`src/core/ddc_pkg.sv`:
```
// Constants shared by the down-converter back end.
package ddc_pkg;
  localparam int SAMPLE_W = 14;
  localparam int DATA_W = 16;
  localparam int ADDR_W = 12;
  localparam int BYTE_W = 8;
  localparam int NUM_DDC = 2;
  localparam int NUM_STAGES = 4;
  localparam int NUM_REGS = 14;
  localparam int IDX_STRIDE = 6;
  localparam int WORD_W = 3 + 4 * DATA_W;

  localparam logic [11:0] ADDR_MODE = 12'h200;
  localparam logic [11:0] ADDR_DECIM = 12'h201;
  localparam logic [11:0] ADDR_CTRL0 = 12'h310;
  localparam logic [11:0] ADDR_ROUTE0 = 12'h311;
  localparam logic [11:0] ADDR_FTW0_A = 12'h314;
  localparam logic [11:0] ADDR_FTW0_B = 12'h315;
  localparam logic [11:0] ADDR_POW0_A = 12'h320;
  localparam logic [11:0] ADDR_POW0_B = 12'h321;
  localparam logic [11:0] ADDR_CTRL1 = 12'h330;
  localparam logic [11:0] ADDR_ROUTE1 = 12'h331;
  localparam logic [11:0] ADDR_FTW1_A = 12'h334;
  localparam logic [11:0] ADDR_FTW1_B = 12'h335;
  localparam logic [11:0] ADDR_POW1_A = 12'h340;
  localparam logic [11:0] ADDR_POW1_B = 12'h341;

  // Storage slots; channel 1 sits IDX_STRIDE above channel 0.
  localparam int IDX_MODE = 0;
  localparam int IDX_DECIM = 1;
  localparam int IDX_CTRL = 2;
  localparam int IDX_ROUTE = 3;
  localparam int IDX_FTW_A = 4;
  localparam int IDX_FTW_B = 5;
  localparam int IDX_POW_A = 6;
  localparam int IDX_POW_B = 7;
  localparam logic [3:0] IDX_NONE = 4'hf;

  localparam logic [7:0] RESET_BYTE = 8'h00;
  localparam logic [7:0] MODE_ONE_IQ = 8'h01;
  localparam logic [7:0] MODE_TWO_IQ = 8'h02;
  localparam logic [7:0] MODE_TWO_I = 8'h22;
  localparam logic [3:0] COUNT_ONE = 4'h1;
  localparam logic [3:0] COUNT_TWO = 4'h2;
  localparam int MODE_COUNT_MSB = 3;
  localparam int MODE_IONLY_BIT = 5;
  localparam int CTRL_CMIX_BIT = 7;
  localparam int CTRL_GAIN_BIT = 6;
  localparam int CTRL_C2R_BIT = 3;
  localparam int CTRL_FILT_MSB = 1;
  localparam int DECIM_MSB = 2;
  localparam int ROUTE_I_BIT = 0;
  localparam int ROUTE_Q_BIT = 2;
  localparam logic [1:0] FILT_TWO = 2'h0;
  localparam logic [1:0] FILT_THREE = 2'h1;
  localparam logic [1:0] FILT_FOUR = 2'h2;
  localparam logic [1:0] FILT_FINAL = 2'h3;
  localparam logic [15:0] DATA_MAX = 16'h7fff;
  localparam logic [15:0] DATA_MIN = 16'h8000;
endpackage : ddc_pkg

```
`src/core/ddc_c2r_core.sv`:
```
// Down-converter back end: settings, mixers, half-band chains and real conversion.
`timescale 1ns/1ps
`default_nettype none
// How it works
// - Each channel has its own control byte and its own real-conversion stage.
// - Real conversion runs the final half-band stage then an fs/4 up-mixer.
// - After the up-mix only the in-phase part leaves; quadrature is zeroed.
// - With real conversion on, the final stage keeps its rate.
// - Mode byte 0x01 gives one channel with I and Q.
// - Mode byte 0x02 gives two channels with I and Q.
// - Mode byte 0x22 gives two channels with I only.
// - Chip decimation byte 0x01 means two, 0x02 means four.
// - Control 0x83: complex mixer, no gain, complex out, final stage only.
// - Control 0x80: complex mixer, no gain, complex out, last two stages.
// - Control 0x89: complex mixer, no gain, real out, last three stages.
// - Routing byte 0x04 takes I from converter A and Q from B.
// - Channel 1 bytes sit at 0x330 and 0x331 with channel 0 encodings.
module ddc_c2r_core (
  // Clock, reset, freeze
  input  wire logic        mclk,
  input  wire logic        reset,
  input  wire logic        clk_en,
  // Register port
  input  wire logic [11:0] reg_addr,
  input  wire logic [7:0]  reg_wdata,
  input  wire logic        reg_write,
  input  wire logic        reg_read,
  output logic      [7:0]  reg_rdata,
  // Converter samples
  input  wire logic [13:0] sample_a,
  input  wire logic [13:0] sample_b,
  input  wire logic        sample_valid,
  output logic             sample_ready,
  // Output toward the framer
  output logic             out_valid,
  input  wire logic        out_ready,
  output logic      [1:0]  out_lanes,
  output logic             out_q_used,
  output logic      [15:0] out_i0,
  output logic      [15:0] out_q0,
  output logic      [15:0] out_i1,
  output logic      [15:0] out_q1,
  output logic             config_mismatch
);

  function automatic logic [3:0] reg_index(input logic [11:0] a);
    unique case (a)
      ddc_pkg::ADDR_MODE:   reg_index = 4'h0;
      ddc_pkg::ADDR_DECIM:  reg_index = 4'h1;
      ddc_pkg::ADDR_CTRL0:  reg_index = 4'h2;
      ddc_pkg::ADDR_ROUTE0: reg_index = 4'h3;
      ddc_pkg::ADDR_FTW0_A: reg_index = 4'h4;
      ddc_pkg::ADDR_FTW0_B: reg_index = 4'h5;
      ddc_pkg::ADDR_POW0_A: reg_index = 4'h6;
      ddc_pkg::ADDR_POW0_B: reg_index = 4'h7;
      ddc_pkg::ADDR_CTRL1:  reg_index = 4'h8;
      ddc_pkg::ADDR_ROUTE1: reg_index = 4'h9;
      ddc_pkg::ADDR_FTW1_A: reg_index = 4'ha;
      ddc_pkg::ADDR_FTW1_B: reg_index = 4'hb;
      ddc_pkg::ADDR_POW1_A: reg_index = 4'hc;
      ddc_pkg::ADDR_POW1_B: reg_index = 4'hd;
      default:              reg_index = ddc_pkg::IDX_NONE;
    endcase
  endfunction : reg_index

  function automatic logic [3:0] chan_idx(input int c, input int base);
    return 4'(base + c * ddc_pkg::IDX_STRIDE);
  endfunction : chan_idx

  function automatic logic [2:0] stages_used(input logic [1:0] code);
    unique case (code)
      ddc_pkg::FILT_FINAL: stages_used = 3'h1;
      ddc_pkg::FILT_TWO:   stages_used = 3'h2;
      ddc_pkg::FILT_THREE: stages_used = 3'h3;
      ddc_pkg::FILT_FOUR:  stages_used = 3'h4;
    endcase
  endfunction : stages_used

  function automatic logic signed [15:0] widen(input logic [13:0] x);
    return 16'(signed'(x));
  endfunction : widen

  // Saturating negate, so the most negative code does not wrap.
  function automatic logic signed [15:0] neg(input logic signed [15:0] x);
    return (x == ddc_pkg::DATA_MIN) ? ddc_pkg::DATA_MAX : -x;
  endfunction : neg

  // Multiplies i + jq by exp(-j*k*pi/2); returns {i, q}.
  function automatic logic [31:0] rotate(input logic signed [15:0] i,
                                         input logic signed [15:0] q,
                                         input logic [1:0] k);
    unique case (k)
      2'h0: rotate = {i, q};
      2'h1: rotate = {q, neg(i)};
      2'h2: rotate = {neg(i), neg(q)};
      2'h3: rotate = {neg(q), i};
    endcase
  endfunction : rotate

  // Short 1-2-1 half-band kernel; unity gain at DC.
  function automatic logic signed [15:0] halfband(input logic signed [15:0] a,
                                                  input logic signed [15:0] b,
                                                  input logic signed [15:0] c);
    logic signed [17:0] s;
    s = 18'(a) + 18'(b) + 18'(b) + 18'(c);
    return 16'(s >>> 2);
  endfunction : halfband

  function automatic logic signed [15:0] dbl(input logic signed [15:0] x);
    if (x[ddc_pkg::DATA_W-1] != x[ddc_pkg::DATA_W-2])
      return x[ddc_pkg::DATA_W-1] ? ddc_pkg::DATA_MIN : ddc_pkg::DATA_MAX;
    return {x[ddc_pkg::DATA_W-2:0], 1'b0};
  endfunction : dbl

  // Settings storage.
  logic [7:0] cfg [ddc_pkg::NUM_REGS];
  wire [3:0] reg_idx = reg_index(reg_addr);
  wire reg_hit = reg_idx != ddc_pkg::IDX_NONE;

  always_ff @(posedge mclk) begin
    if (reset) begin
      for (int k = 0; k < ddc_pkg::NUM_REGS; k++) begin
        cfg[k] <= ddc_pkg::RESET_BYTE;
      end
      reg_rdata <= ddc_pkg::RESET_BYTE;
    end else if (clk_en) begin
      if (reg_write && reg_hit) begin
        cfg[reg_idx] <= reg_wdata;
      end
      if (reg_read) begin
        reg_rdata <= reg_hit ? cfg[reg_idx] : ddc_pkg::RESET_BYTE;
      end
    end
  end

  // Chip-level mode decode.
  wire [7:0] mode = cfg[ddc_pkg::IDX_MODE];
  wire [3:0] ddc_count = mode[ddc_pkg::MODE_COUNT_MSB:0];
  wire i_only = mode[ddc_pkg::MODE_IONLY_BIT];
  wire both_on = ddc_count == ddc_pkg::COUNT_TWO;
  wire bypass_all = !both_on && ddc_count != ddc_pkg::COUNT_ONE;
  wire [1:0] lane_on = {both_on, !bypass_all};
  wire [7:0] decim_byte = cfg[ddc_pkg::IDX_DECIM];
  wire [2:0] chip_log2 = decim_byte[ddc_pkg::DECIM_MSB:0];

  wire step = clk_en && sample_valid && sample_ready;
  logic pend;
  logic [13:0] raw_a;
  logic [13:0] raw_b;

  wire signed [15:0] lane_i [ddc_pkg::NUM_DDC];
  wire signed [15:0] lane_q [ddc_pkg::NUM_DDC];
  wire [1:0] lane_v;
  wire [1:0] lane_bad;

  for (genvar c = 0; c < ddc_pkg::NUM_DDC; c++) begin : g_ddc
    wire [7:0] ctrl = cfg[chan_idx(c, ddc_pkg::IDX_CTRL)];
    wire [7:0] route = cfg[chan_idx(c, ddc_pkg::IDX_ROUTE)];
    wire [15:0] frequency_tuning_word = {cfg[chan_idx(c, ddc_pkg::IDX_FTW_B)],
                       cfg[chan_idx(c, ddc_pkg::IDX_FTW_A)]};
    wire [15:0] phase_offset_word = {cfg[chan_idx(c, ddc_pkg::IDX_POW_B)],
                       cfg[chan_idx(c, ddc_pkg::IDX_POW_A)]};
    wire cmix = ctrl[ddc_pkg::CTRL_CMIX_BIT];
    wire gain = ctrl[ddc_pkg::CTRL_GAIN_BIT];
    wire c2r_on = ctrl[ddc_pkg::CTRL_C2R_BIT];
    wire [2:0] n_st = stages_used(ctrl[ddc_pkg::CTRL_FILT_MSB:0]);

    // A real mixer treats the input as real, so quadrature enters as zero.
    wire signed [15:0] src_i = widen(route[ddc_pkg::ROUTE_I_BIT] ? sample_b : sample_a);
    wire signed [15:0] src_q = cmix ?
        widen(route[ddc_pkg::ROUTE_Q_BIT] ? sample_b : sample_a) : '0;

    // Quadrant-only oscillator: coarse, but costs no sine table.
    logic [15:0] nco_acc;
    wire [15:0] nco_ph = nco_acc + phase_offset_word;
    wire [31:0] mixed = rotate(src_i, src_q, nco_ph[ddc_pkg::DATA_W-1 -: 2]);
    wire signed [15:0] g_i = gain ? dbl(mixed[31:16]) : mixed[31:16];
    wire signed [15:0] g_q = gain ? dbl(mixed[15:0]) : mixed[15:0];

    logic signed [15:0] si [ddc_pkg::NUM_STAGES];
    logic signed [15:0] sq [ddc_pkg::NUM_STAGES];
    logic signed [15:0] d1i [ddc_pkg::NUM_STAGES];
    logic signed [15:0] d2i [ddc_pkg::NUM_STAGES];
    logic signed [15:0] d1q [ddc_pkg::NUM_STAGES];
    logic signed [15:0] d2q [ddc_pkg::NUM_STAGES];
    logic [3:0] sv;
    logic [3:0] ph;
    logic signed [15:0] xi [ddc_pkg::NUM_STAGES];
    logic signed [15:0] xq [ddc_pkg::NUM_STAGES];
    logic [3:0] xv;
    logic [3:0] en;
    logic [1:0] rc;

    always_comb begin
      xi[0] = g_i;
      xq[0] = g_q;
      xv[0] = 1'b1;
      for (int s = 1; s < ddc_pkg::NUM_STAGES; s++) begin
        xi[s] = si[s-1];
        xq[s] = sq[s-1];
        xv[s] = sv[s-1];
      end
      for (int s = 0; s < ddc_pkg::NUM_STAGES; s++) begin
        en[s] = 3'(ddc_pkg::NUM_STAGES - s) <= n_st;
      end
    end

    always_ff @(posedge mclk) begin
      if (reset) begin
        nco_acc <= '0;
        sv <= '0;
        ph <= '0;
        for (int s = 0; s < ddc_pkg::NUM_STAGES; s++) begin
          si[s] <= '0;
          sq[s] <= '0;
          d1i[s] <= '0;
          d2i[s] <= '0;
          d1q[s] <= '0;
          d2q[s] <= '0;
        end
      end else if (step) begin
        nco_acc <= nco_acc + frequency_tuning_word;
        for (int s = 0; s < ddc_pkg::NUM_STAGES; s++) begin
          if (!en[s]) begin
            si[s] <= xi[s];
            sq[s] <= xq[s];
            sv[s] <= xv[s];
          end else begin
            // The last stage keeps full rate under real conversion.
            sv[s] <= xv[s] && (ph[s] ||
                     (s == ddc_pkg::NUM_STAGES - 1 && c2r_on));
            if (xv[s]) begin
              d1i[s] <= xi[s];
              d2i[s] <= d1i[s];
              d1q[s] <= xq[s];
              d2q[s] <= d1q[s];
              ph[s] <= !ph[s];
              si[s] <= halfband(xi[s], d1i[s], d2i[s]);
              sq[s] <= halfband(xq[s], d1q[s], d2q[s]);
            end
          end
        end
      end
    end

    // The quarter-turn count moves once per word this channel pushes under real conversion, even when a sample lands too.
    always_ff @(posedge mclk) begin
      if (reset) begin
        rc <= '0;
      end else if (clk_en && pend && lane_v[c] && c2r_on) begin
        rc <= rc + 2'h1;
      end
    end

    // Up-mix by fs/4 is a rotation by -rc quarter turns.
    wire [31:0] up = rotate(si[3], sq[3], 2'(2'h0 - rc));
    assign lane_i[c] = c2r_on ? up[31:16] : si[3];
    assign lane_q[c] = (c2r_on || i_only) ? '0 : sq[3];
    assign lane_v[c] = sv[3] && lane_on[c];
    assign lane_bad[c] = lane_on[c] && (n_st - 3'(c2r_on)) != chip_log2;

    a_real_rate: assert property (
      @(posedge mclk) disable iff (reset)
      step && c2r_on && xv[3] |=> sv[3])
      else $error("final stage decimated under real conversion");
    a_upmix_turns: assert property (
      @(posedge mclk) disable iff (reset)
      clk_en && pend && lane_v[c] && c2r_on |=> rc == $past(rc) + 2'h1)
      else $error("fs/4 up-mixer did not advance");
    a_quad_dropped: assert property (
      @(posedge mclk) disable iff (reset)
      clk_en && pend && lane_v[c] && c2r_on && !out_valid
      |=> out_valid && out_lanes[c] && (c ? out_q1 : out_q0) == '0)
      else $error("quadrature left a real-output channel");
    a_route_ab: assert property (
      @(posedge mclk) disable iff (reset)
      route == 8'h04 && cmix |-> src_i == widen(sample_a) && src_q == widen(sample_b))
      else $error("routing 0x04 did not take I from A and Q from B");
  end

  // Output word and two-entry buffer; head is the output register.
  logic [ddc_pkg::WORD_W-1:0] head;
  logic [ddc_pkg::WORD_W-1:0] tail;
  logic tail_v;
  wire [1:0] push_lanes = bypass_all ? 2'h1 : lane_v;
  wire push = clk_en && pend && (|push_lanes);
  wire [ddc_pkg::WORD_W-1:0] word = bypass_all ?
      {2'h1, 1'b1, widen(raw_a), widen(raw_b), 32'h0} :
      {push_lanes, !i_only, lane_i[0], lane_q[0], lane_i[1], lane_q[1]};
  wire head_free = !out_valid || out_ready;
  wire next_head_v = head_free ? (tail_v || push) : 1'b1;
  wire next_tail_v = head_free ? (tail_v && push) : (tail_v || push);
  // Ready counts the result still in flight so a stall never drops a word.
  wire next_ready = !next_tail_v && !(next_head_v && step);

  assign {out_lanes, out_q_used, out_i0, out_q0, out_i1, out_q1} = head;

  always_ff @(posedge mclk) begin
    if (reset) begin
      pend <= 1'b0;
      raw_a <= '0;
      raw_b <= '0;
      head <= '0;
      tail <= '0;
      tail_v <= 1'b0;
      out_valid <= 1'b0;
      sample_ready <= 1'b0;
      config_mismatch <= 1'b0;
    end else if (clk_en) begin
      pend <= step;
      if (step) begin
        raw_a <= sample_a;
        raw_b <= sample_b;
      end
      if (head_free) begin
        head <= tail_v ? tail : word;
      end
      if (push && (!head_free || tail_v)) begin
        tail <= word;
      end
      out_valid <= next_head_v;
      tail_v <= next_tail_v;
      sample_ready <= next_ready;
      config_mismatch <= |lane_bad;
    end
  end

  a_ctrl_isolation: assert property (
    @(posedge mclk) disable iff (reset)
    clk_en && reg_write && reg_addr == ddc_pkg::ADDR_CTRL1
    |=> $stable(cfg[ddc_pkg::IDX_CTRL]))
    else $error("channel 1 control write disturbed channel 0");
  a_second_route: assert property (
    @(posedge mclk) disable iff (reset)
    clk_en && reg_write && reg_addr == ddc_pkg::ADDR_ROUTE1
    |=> cfg[ddc_pkg::IDX_ROUTE + ddc_pkg::IDX_STRIDE] == $past(reg_wdata))
    else $error("channel 1 routing byte not stored");
  a_one_ddc_iq: assert property (
    @(posedge mclk) disable iff (reset)
    push && !out_valid && mode == ddc_pkg::MODE_ONE_IQ
    |=> out_valid && out_lanes == 2'h1 && out_q_used)
    else $error("mode 0x01 did not give one I/Q channel");
  a_two_ddc_iq: assert property (
    @(posedge mclk) disable iff (reset)
    push && !out_valid && mode == ddc_pkg::MODE_TWO_IQ && lane_v == 2'h3
    |=> out_valid && out_lanes == 2'h3 && out_q_used)
    else $error("mode 0x02 did not give two I/Q channels");
  a_two_ddc_i: assert property (
    @(posedge mclk) disable iff (reset)
    push && !out_valid && mode == ddc_pkg::MODE_TWO_I
    |=> !out_q_used && out_q0 == '0 && out_q1 == '0)
    else $error("mode 0x22 let quadrature through");
  a_decim_check: assert property (
    @(posedge mclk) disable iff (reset)
    clk_en && decim_byte == 8'h02 && lane_on[0] && g_ddc[0].ctrl == 8'h83
    |=> config_mismatch)
    else $error("ratio two against chip ratio four not flagged");
  a_buffer_stall: assert property (
    @(posedge mclk) disable iff (reset)
    out_valid && tail_v && !out_ready |-> !sample_ready ##1 !sample_ready)
    else $error("input taken while buffer full");

endmodule : ddc_c2r_core
`default_nettype wire

```
`config.mk`:
```
export PLATFORM = sky130hd
export DESIGN_NAME = ddc_c2r_core
export DESIGN_NICKNAME = d
export VERILOG_FILES = /design/src/core/ddc_pkg.sv /design/src/core/ddc_c2r_core.sv
export SDC_FILE = /design/constraint.sdc
export NUM_CORES = 2
export LEC_CHECK = 0
export BUFFER_PORTS_ARGS = -buffer_cell sky130_fd_sc_hd__buf_4
export CAP_MARGIN = 20
export CORE_ASPECT_RATIO = 1.2
export CORE_MARGIN = 3
export CORE_UTILIZATION = 30
export CTS_CLUSTER_DIAMETER = 50
export DETAILED_ROUTE_END_ITERATION = 7
export MAX_ROUTING_LAYER = met4
export PLACE_DENSITY = 0.53
export SLEW_MARGIN = 40
export SYNTH_ARGS = -nofsm -noshare
export SYNTH_HDL_FRONTEND = slang
export SYNTH_SLANG_ARGS = --single-unit
```
`constraint.sdc`:
```
create_clock -name mclk -period 14 [get_ports mclk]
set_input_delay 4.2 -clock mclk [delete_from_list [all_inputs] [get_ports mclk]]
set_output_delay 4.2 -clock mclk [all_outputs]
set_load 0.02 [all_outputs]
```
## After elaboration in Yosys (flattened, before gate mapping)

Memory sizes are Yosys's and may differ from the RTL's.
Cells that the tools add are included.

| cells by class | value |
|---|---|
| $add $sub $neg | 66 |
| order comparisons | 8 |
| mux-type cells | 202 |
| eq/ne operators | 49 |
| reduce and logical (&&, ||, !) cells | 67 |
| bitwise operators | 64 |

Operator list:

| operator | number |
|---|---|
| two-way mux 16 bit | 94 |
| case mux 32 bit (4 select lines) | 4 |
| adder 17 x 16 -> 18 bit | 16 |
| adder 18 x 16 -> 18 bit | 16 |
| adder 16 x 16 -> 17 bit | 16 |
| == test 12 x 10 -> 1 bit, second input constant | 14 |
| two-way mux 67 bit | 2 |
| == test 16 bit, second input constant | 8 |
| negation 16 bit | 8 |
| two-way mux 1 bit | 91 |
| adder 16 bit | 4 |
| OR 1 bit | 64 |
| two-way mux 14 bit | 4 |
| case mux 4 bit (14 select lines) | 1 |
| == test 2 bit, second input constant | 12 |
| logical AND 1 bit | 24 |
| case mux 3 bit (4 select lines) | 2 |
| AND reduction 3 bit | 6 |
| two-way mux 8 bit | 2 |
| zero test 1 bit | 15 |
| == test 2 x 1 -> 1 bit, second input constant | 6 |
| less-or-equal comparator 2 x 3 -> 1 bit, first input constant | 4 |
| zero test 2 bit | 6 |
| AND reduction 2 bit | 6 |
| 15 further kinds | 31 |

| word-level totals | value |
|---|---|
| register bits after elaboration | 227 |
| RAM bits | 880 |
| logic and storage cells | 493 |
| memories | 13 |
| output and inout port bits | 78 |
| input port bits | 55 |

Memories:

| name | words | bits a word | rd ports | clocked after memory_dff | wr ports | RTL line | text |
|---|---|---|---|---|---|---|---|
| cfg | 14 | 8 | 15 | 0 | 14 | ddc_c2r_core.sv:116 | `logic [7:0] cfg [ddc_pkg::NUM_REGS];` |
| g_ddc[0].d1i | 4 | 16 | 4 | 0 | 4 | ddc_c2r_core.sv:182 | `logic signed [15:0] d1i [ddc_pkg::NUM_STAGES];` |
| g_ddc[0].d1q | 4 | 16 | 4 | 0 | 4 | ddc_c2r_core.sv:184 | `logic signed [15:0] d1q [ddc_pkg::NUM_STAGES];` |
| g_ddc[0].d2i | 4 | 16 | 4 | 0 | 4 | ddc_c2r_core.sv:183 | `logic signed [15:0] d2i [ddc_pkg::NUM_STAGES];` |
| g_ddc[0].d2q | 4 | 16 | 4 | 0 | 4 | ddc_c2r_core.sv:185 | `logic signed [15:0] d2q [ddc_pkg::NUM_STAGES];` |
| g_ddc[0].si | 4 | 16 | 4 | 0 | 4 | ddc_c2r_core.sv:180 | `logic signed [15:0] si [ddc_pkg::NUM_STAGES];` |
| 7 more memories | n/a | n/a | n/a | n/a | n/a | n/a |  |

## Longest topological paths before layout

An unclocked memory read counts as a cell.

| depth | value |
|---|---|
| depth after elaboration | 14 |
| depth in mapped cells | 32 |
| mapped depth without buffers | 29 |

## Worst setup path after synthesis

No wires, ideal clock.

| timing | value |
|---|---|
| kind | input to register |
| start | in sample_b[7] |
| end | mem g_ddc[1].si[0][15] (data pin) |
| setup time | 0.274 ns |
| data arrival time | 10.034 ns |
| path slack | 3.692 ns |
| buffers on the path | 2 |
| data required time | 13.726 ns |
| stages | 29 |
| cell sequence | clkbuf_1 > or3b_2 > a221oi_1 > and4_1 > nor2_1 > o21ai_0 > a22oi_1 > or2_2 > inv_1 > ha_1 > clkbuf_1 > inv_1 > o21ai_0 > o21ai_0 > o21ai_0 > fa_1 > and3_1 > fa_1 > a21o_1 > a21o_1 > a21o_1 > a21o_1 > a21oi_1 > and3_1 > o31ai_1 > a21o_1 > a21oi_1 > xnor2_1 > a211oi_1 |

RTL lines:

| item | RTL line | text |
|---|---|---|
| start: declaration | ddc_c2r_core.sv:31 | `input wire logic [13:0] sample_b,` |
| end: declaration | ddc_c2r_core.sv:180 |  |

==> metrics.yaml <==
status:
  outcome: "finished, final reports clean"
route:
  vias: 52200
  wl_per_cell_um: 19.4
  ant_nets: 0
  post-route-drc-count: 0
  dr.first_iter.drc_count: 4428
  drt-total-wl_um: 195000
  routed_via_density: 5.19
  firstDrtPassIters: 6
sta:
  min_period_ns: 10.52
  report.final.slew_viol_count: 0
  skew_ns: 0.0282
  worst_slew_pin_slew_ns: 0.818
  timing.final.hold_violations: 0
  timing.final.crit_share_pct: 75.2
  rsz0062_at_grt: "no"
  fmax_mhz: 95.0
  maxSlewHeadroom_pct: 44.9
  setup_tns_ns: 0
  setup_violations: 0
worst_setup_path:
  r2r-start: "cfg[12][6]"
  max_stage_delay_ns: 0.50
  r2r-end: "g_ddc[1].sq[0][13]"
  critPathSlowestCell: "fa_1"
  cp.arrival_ns: 11.10
  cp_max_fo: 14
  start_kind: "primary input"
  path_buf_inv: 2
  cp-end-kind: "register"
  cp-startpoint: "sample_b[5]"
  r2r_cells: 27
  path_delay_family: "compound AO/OA/AOI/OAI gates"
  crit_type: "primary input to register"
  path_common_cell: "a21oi_1"
  rrSetupSlack_ns: 5.27
  worstPathRequired_ns: 14.58
final_layout:
  regArea_mm2: 0.0314
  final_nets: 7569
  final_cells: 10100
  drive_above_1_share_pct: 9.12
  final_core_util_pct: 34.3
  layout_common_cells: "894 x edfxtp_1, 806 x nand2_1, 494 x nor2_1, 478 x o21ai_0, 394 x a21oi_1"
  final_common_cell: "edfxtp_1"
  n_fill_cell: 23100
  area_growth_pct: 13.5
  multi_input_area_mm2: 0.0365
synth:
  synth_flop_cell: "edfxtp_1"
  yosysSeqAreaShare_pct: 44.9
  yosys_warnings: 0
  ys_async_sr_fraction_pct: 0
  synth_edf_count: 894
  syn_inst: 6889
  synth_area_mm2: 0.0699
  synth-seq-cells: 1121
  synth_cell_types: 91
  avgSynthCellArea_um2: 10.1
cts:
  clock_path_buffers: 3
  ctsHoldBuffers: 0
  worst_skew_pair.late_latency_ns: 0.77
  cts.clk_slew.worst_paths_ns: 0.06
  tritoncts: "built"
  ctsResizeCount: 0
  cts_max_level: 4
  cts_setup_buffers: 0
  clock_sinks: 1121
  cts_buffers: 156
  cts_root_buffer: "clkbuf_16"
floorplanning:
  core_mm2: 0.231
  ioPinCount: 133
  die_x_um: 447
  start_util_pct: 30.3
  fp-row-count: 193
  die_area_mm2: 0.239
  fp.dieH_um: 535
grt:
  antenna_found_initial: 14
  grt_pass1_vias: 50400
  grt_pass1_wl_um: 302000
  grt_max_degree: 148
  track_usage_pct: 16.4
  grt_overflow: 0
hold_path:
  hold_class: "register to register"
  min_to: "head[35]"
  min_from: "head[35]"
  holdPathStages: 2
place:
  gp_congestion: 0.898
  dp_cells: 9771
  place_hpwl_um: 143000
  portBuffers: 132
power_and_ir_drop:
  power.density_mw_per_mm2: 122
  leakage_nw: 31.2
  irDropWorstVdd_mv: 0.104
job:
  drv_cap: 0
cell usage after synthesis, drive strengths merged (142+ instances only):
library cell,number,share of area (%)
edfxtp,894,38
nand2,809,4.3
nor2,499,2.7
o21ai,495,3.5
a21oi,394,2.8
and3,386,3.5
ha,332,5.9
clkbuf,318,1.7
fa,274,7.8
and2,272,2.4
dfxtp,227,6.5
inv,206,1.1
xnor2,156,2.0
nor3,147,1.1
nand3,142,1.0
final cells by class:
cell class	instances	share of cell area [%]
antenna	3	0.00946
multi-input combinational	5199	46.1
inverter	210	0.995
tap	3022	4.77
sequential	1121	39.6
clock inverter	87	1.02
clock buffer	195	5.38
timing repair buffer	220	2.19
worst reg2reg max path, delay by kind of cell, from the launching register on:
family,cells,cell delay [ns]
compound gates,15,4.47
fa+ha+maj,4,1.80
simple gates,7,1.52
flops,1,0.50
xor+xnor,1,0.19
how the worst max path moves through the flow:
stage,cells past startpoint,endpoint
floorplan,29,g_ddc[1].si[0][15]
global placement,27,g_ddc[0].si[0][15]
detailed placement,27,g_ddc[0].si[0][15]
CTS,27,g_ddc[0].si[0][15]
global route,26,g_ddc[0].sq[0][15]
finish,27,g_ddc[0].si[0][15]
sequential cells by signal (all words and copies together) (netlist names), 67 cells and up:
| signal | cells |
|---|---|
| head | 67 |
| g_ddc.si | 128 |
| g_ddc.d1i | 128 |
| g_ddc.d1q | 128 |
| g_ddc.d2i | 128 |
| g_ddc.sq | 128 |
| g_ddc.d2q | 128 |
| tail | 67 |
| cfg | 126 |
power by group:
group	switching [W]	internal, W
sequential	0.000118	0.00372
combinational	0.00119	0.000821
clock	0.00157	0.00229
routing by layer:
metal | up-vias | GRT usage (%) | wire [um]
li1 | 25000 | - | -
met1 | 25600 | 23.7 | 94600
met4 | 0 | 3.66 | 3750
met5 | - | - | 0
met2 | 1285 | 24.4 | 85800
met3 | 258 | 2.42 | 10800
through the flow:
step	cell area, um^2	hold slack (ns)	worst slack (ns)	power [W]
detailed placement	74200	0.444	2.75	0.00589
floorplan	70000	0.425	3.69	0.00537
CTS	79300	0.453	3.57	0.00980
global placement	74100	0.441	2.85	0.00586
finish	79300	0.451	3.48	0.00971
global route	79300	0.470	2.94	0.0102
logic make-up after synthesis:
kind of cell             Yosys count  synth area share (%)
other                              1               0.00536
AND/OR/NAND/NOR                 2574                  18.1
buffers and inverters            582                  3.17
AO/OA/AOI/OAI                   1581                  14.3
flip-flops                      1121                  44.9
multiplexers                     163                  2.48
XOR/XNOR                         260                  3.26
adder cells (fa/ha/maj)          607                  13.8
Power figures use the tool's default switching activity.
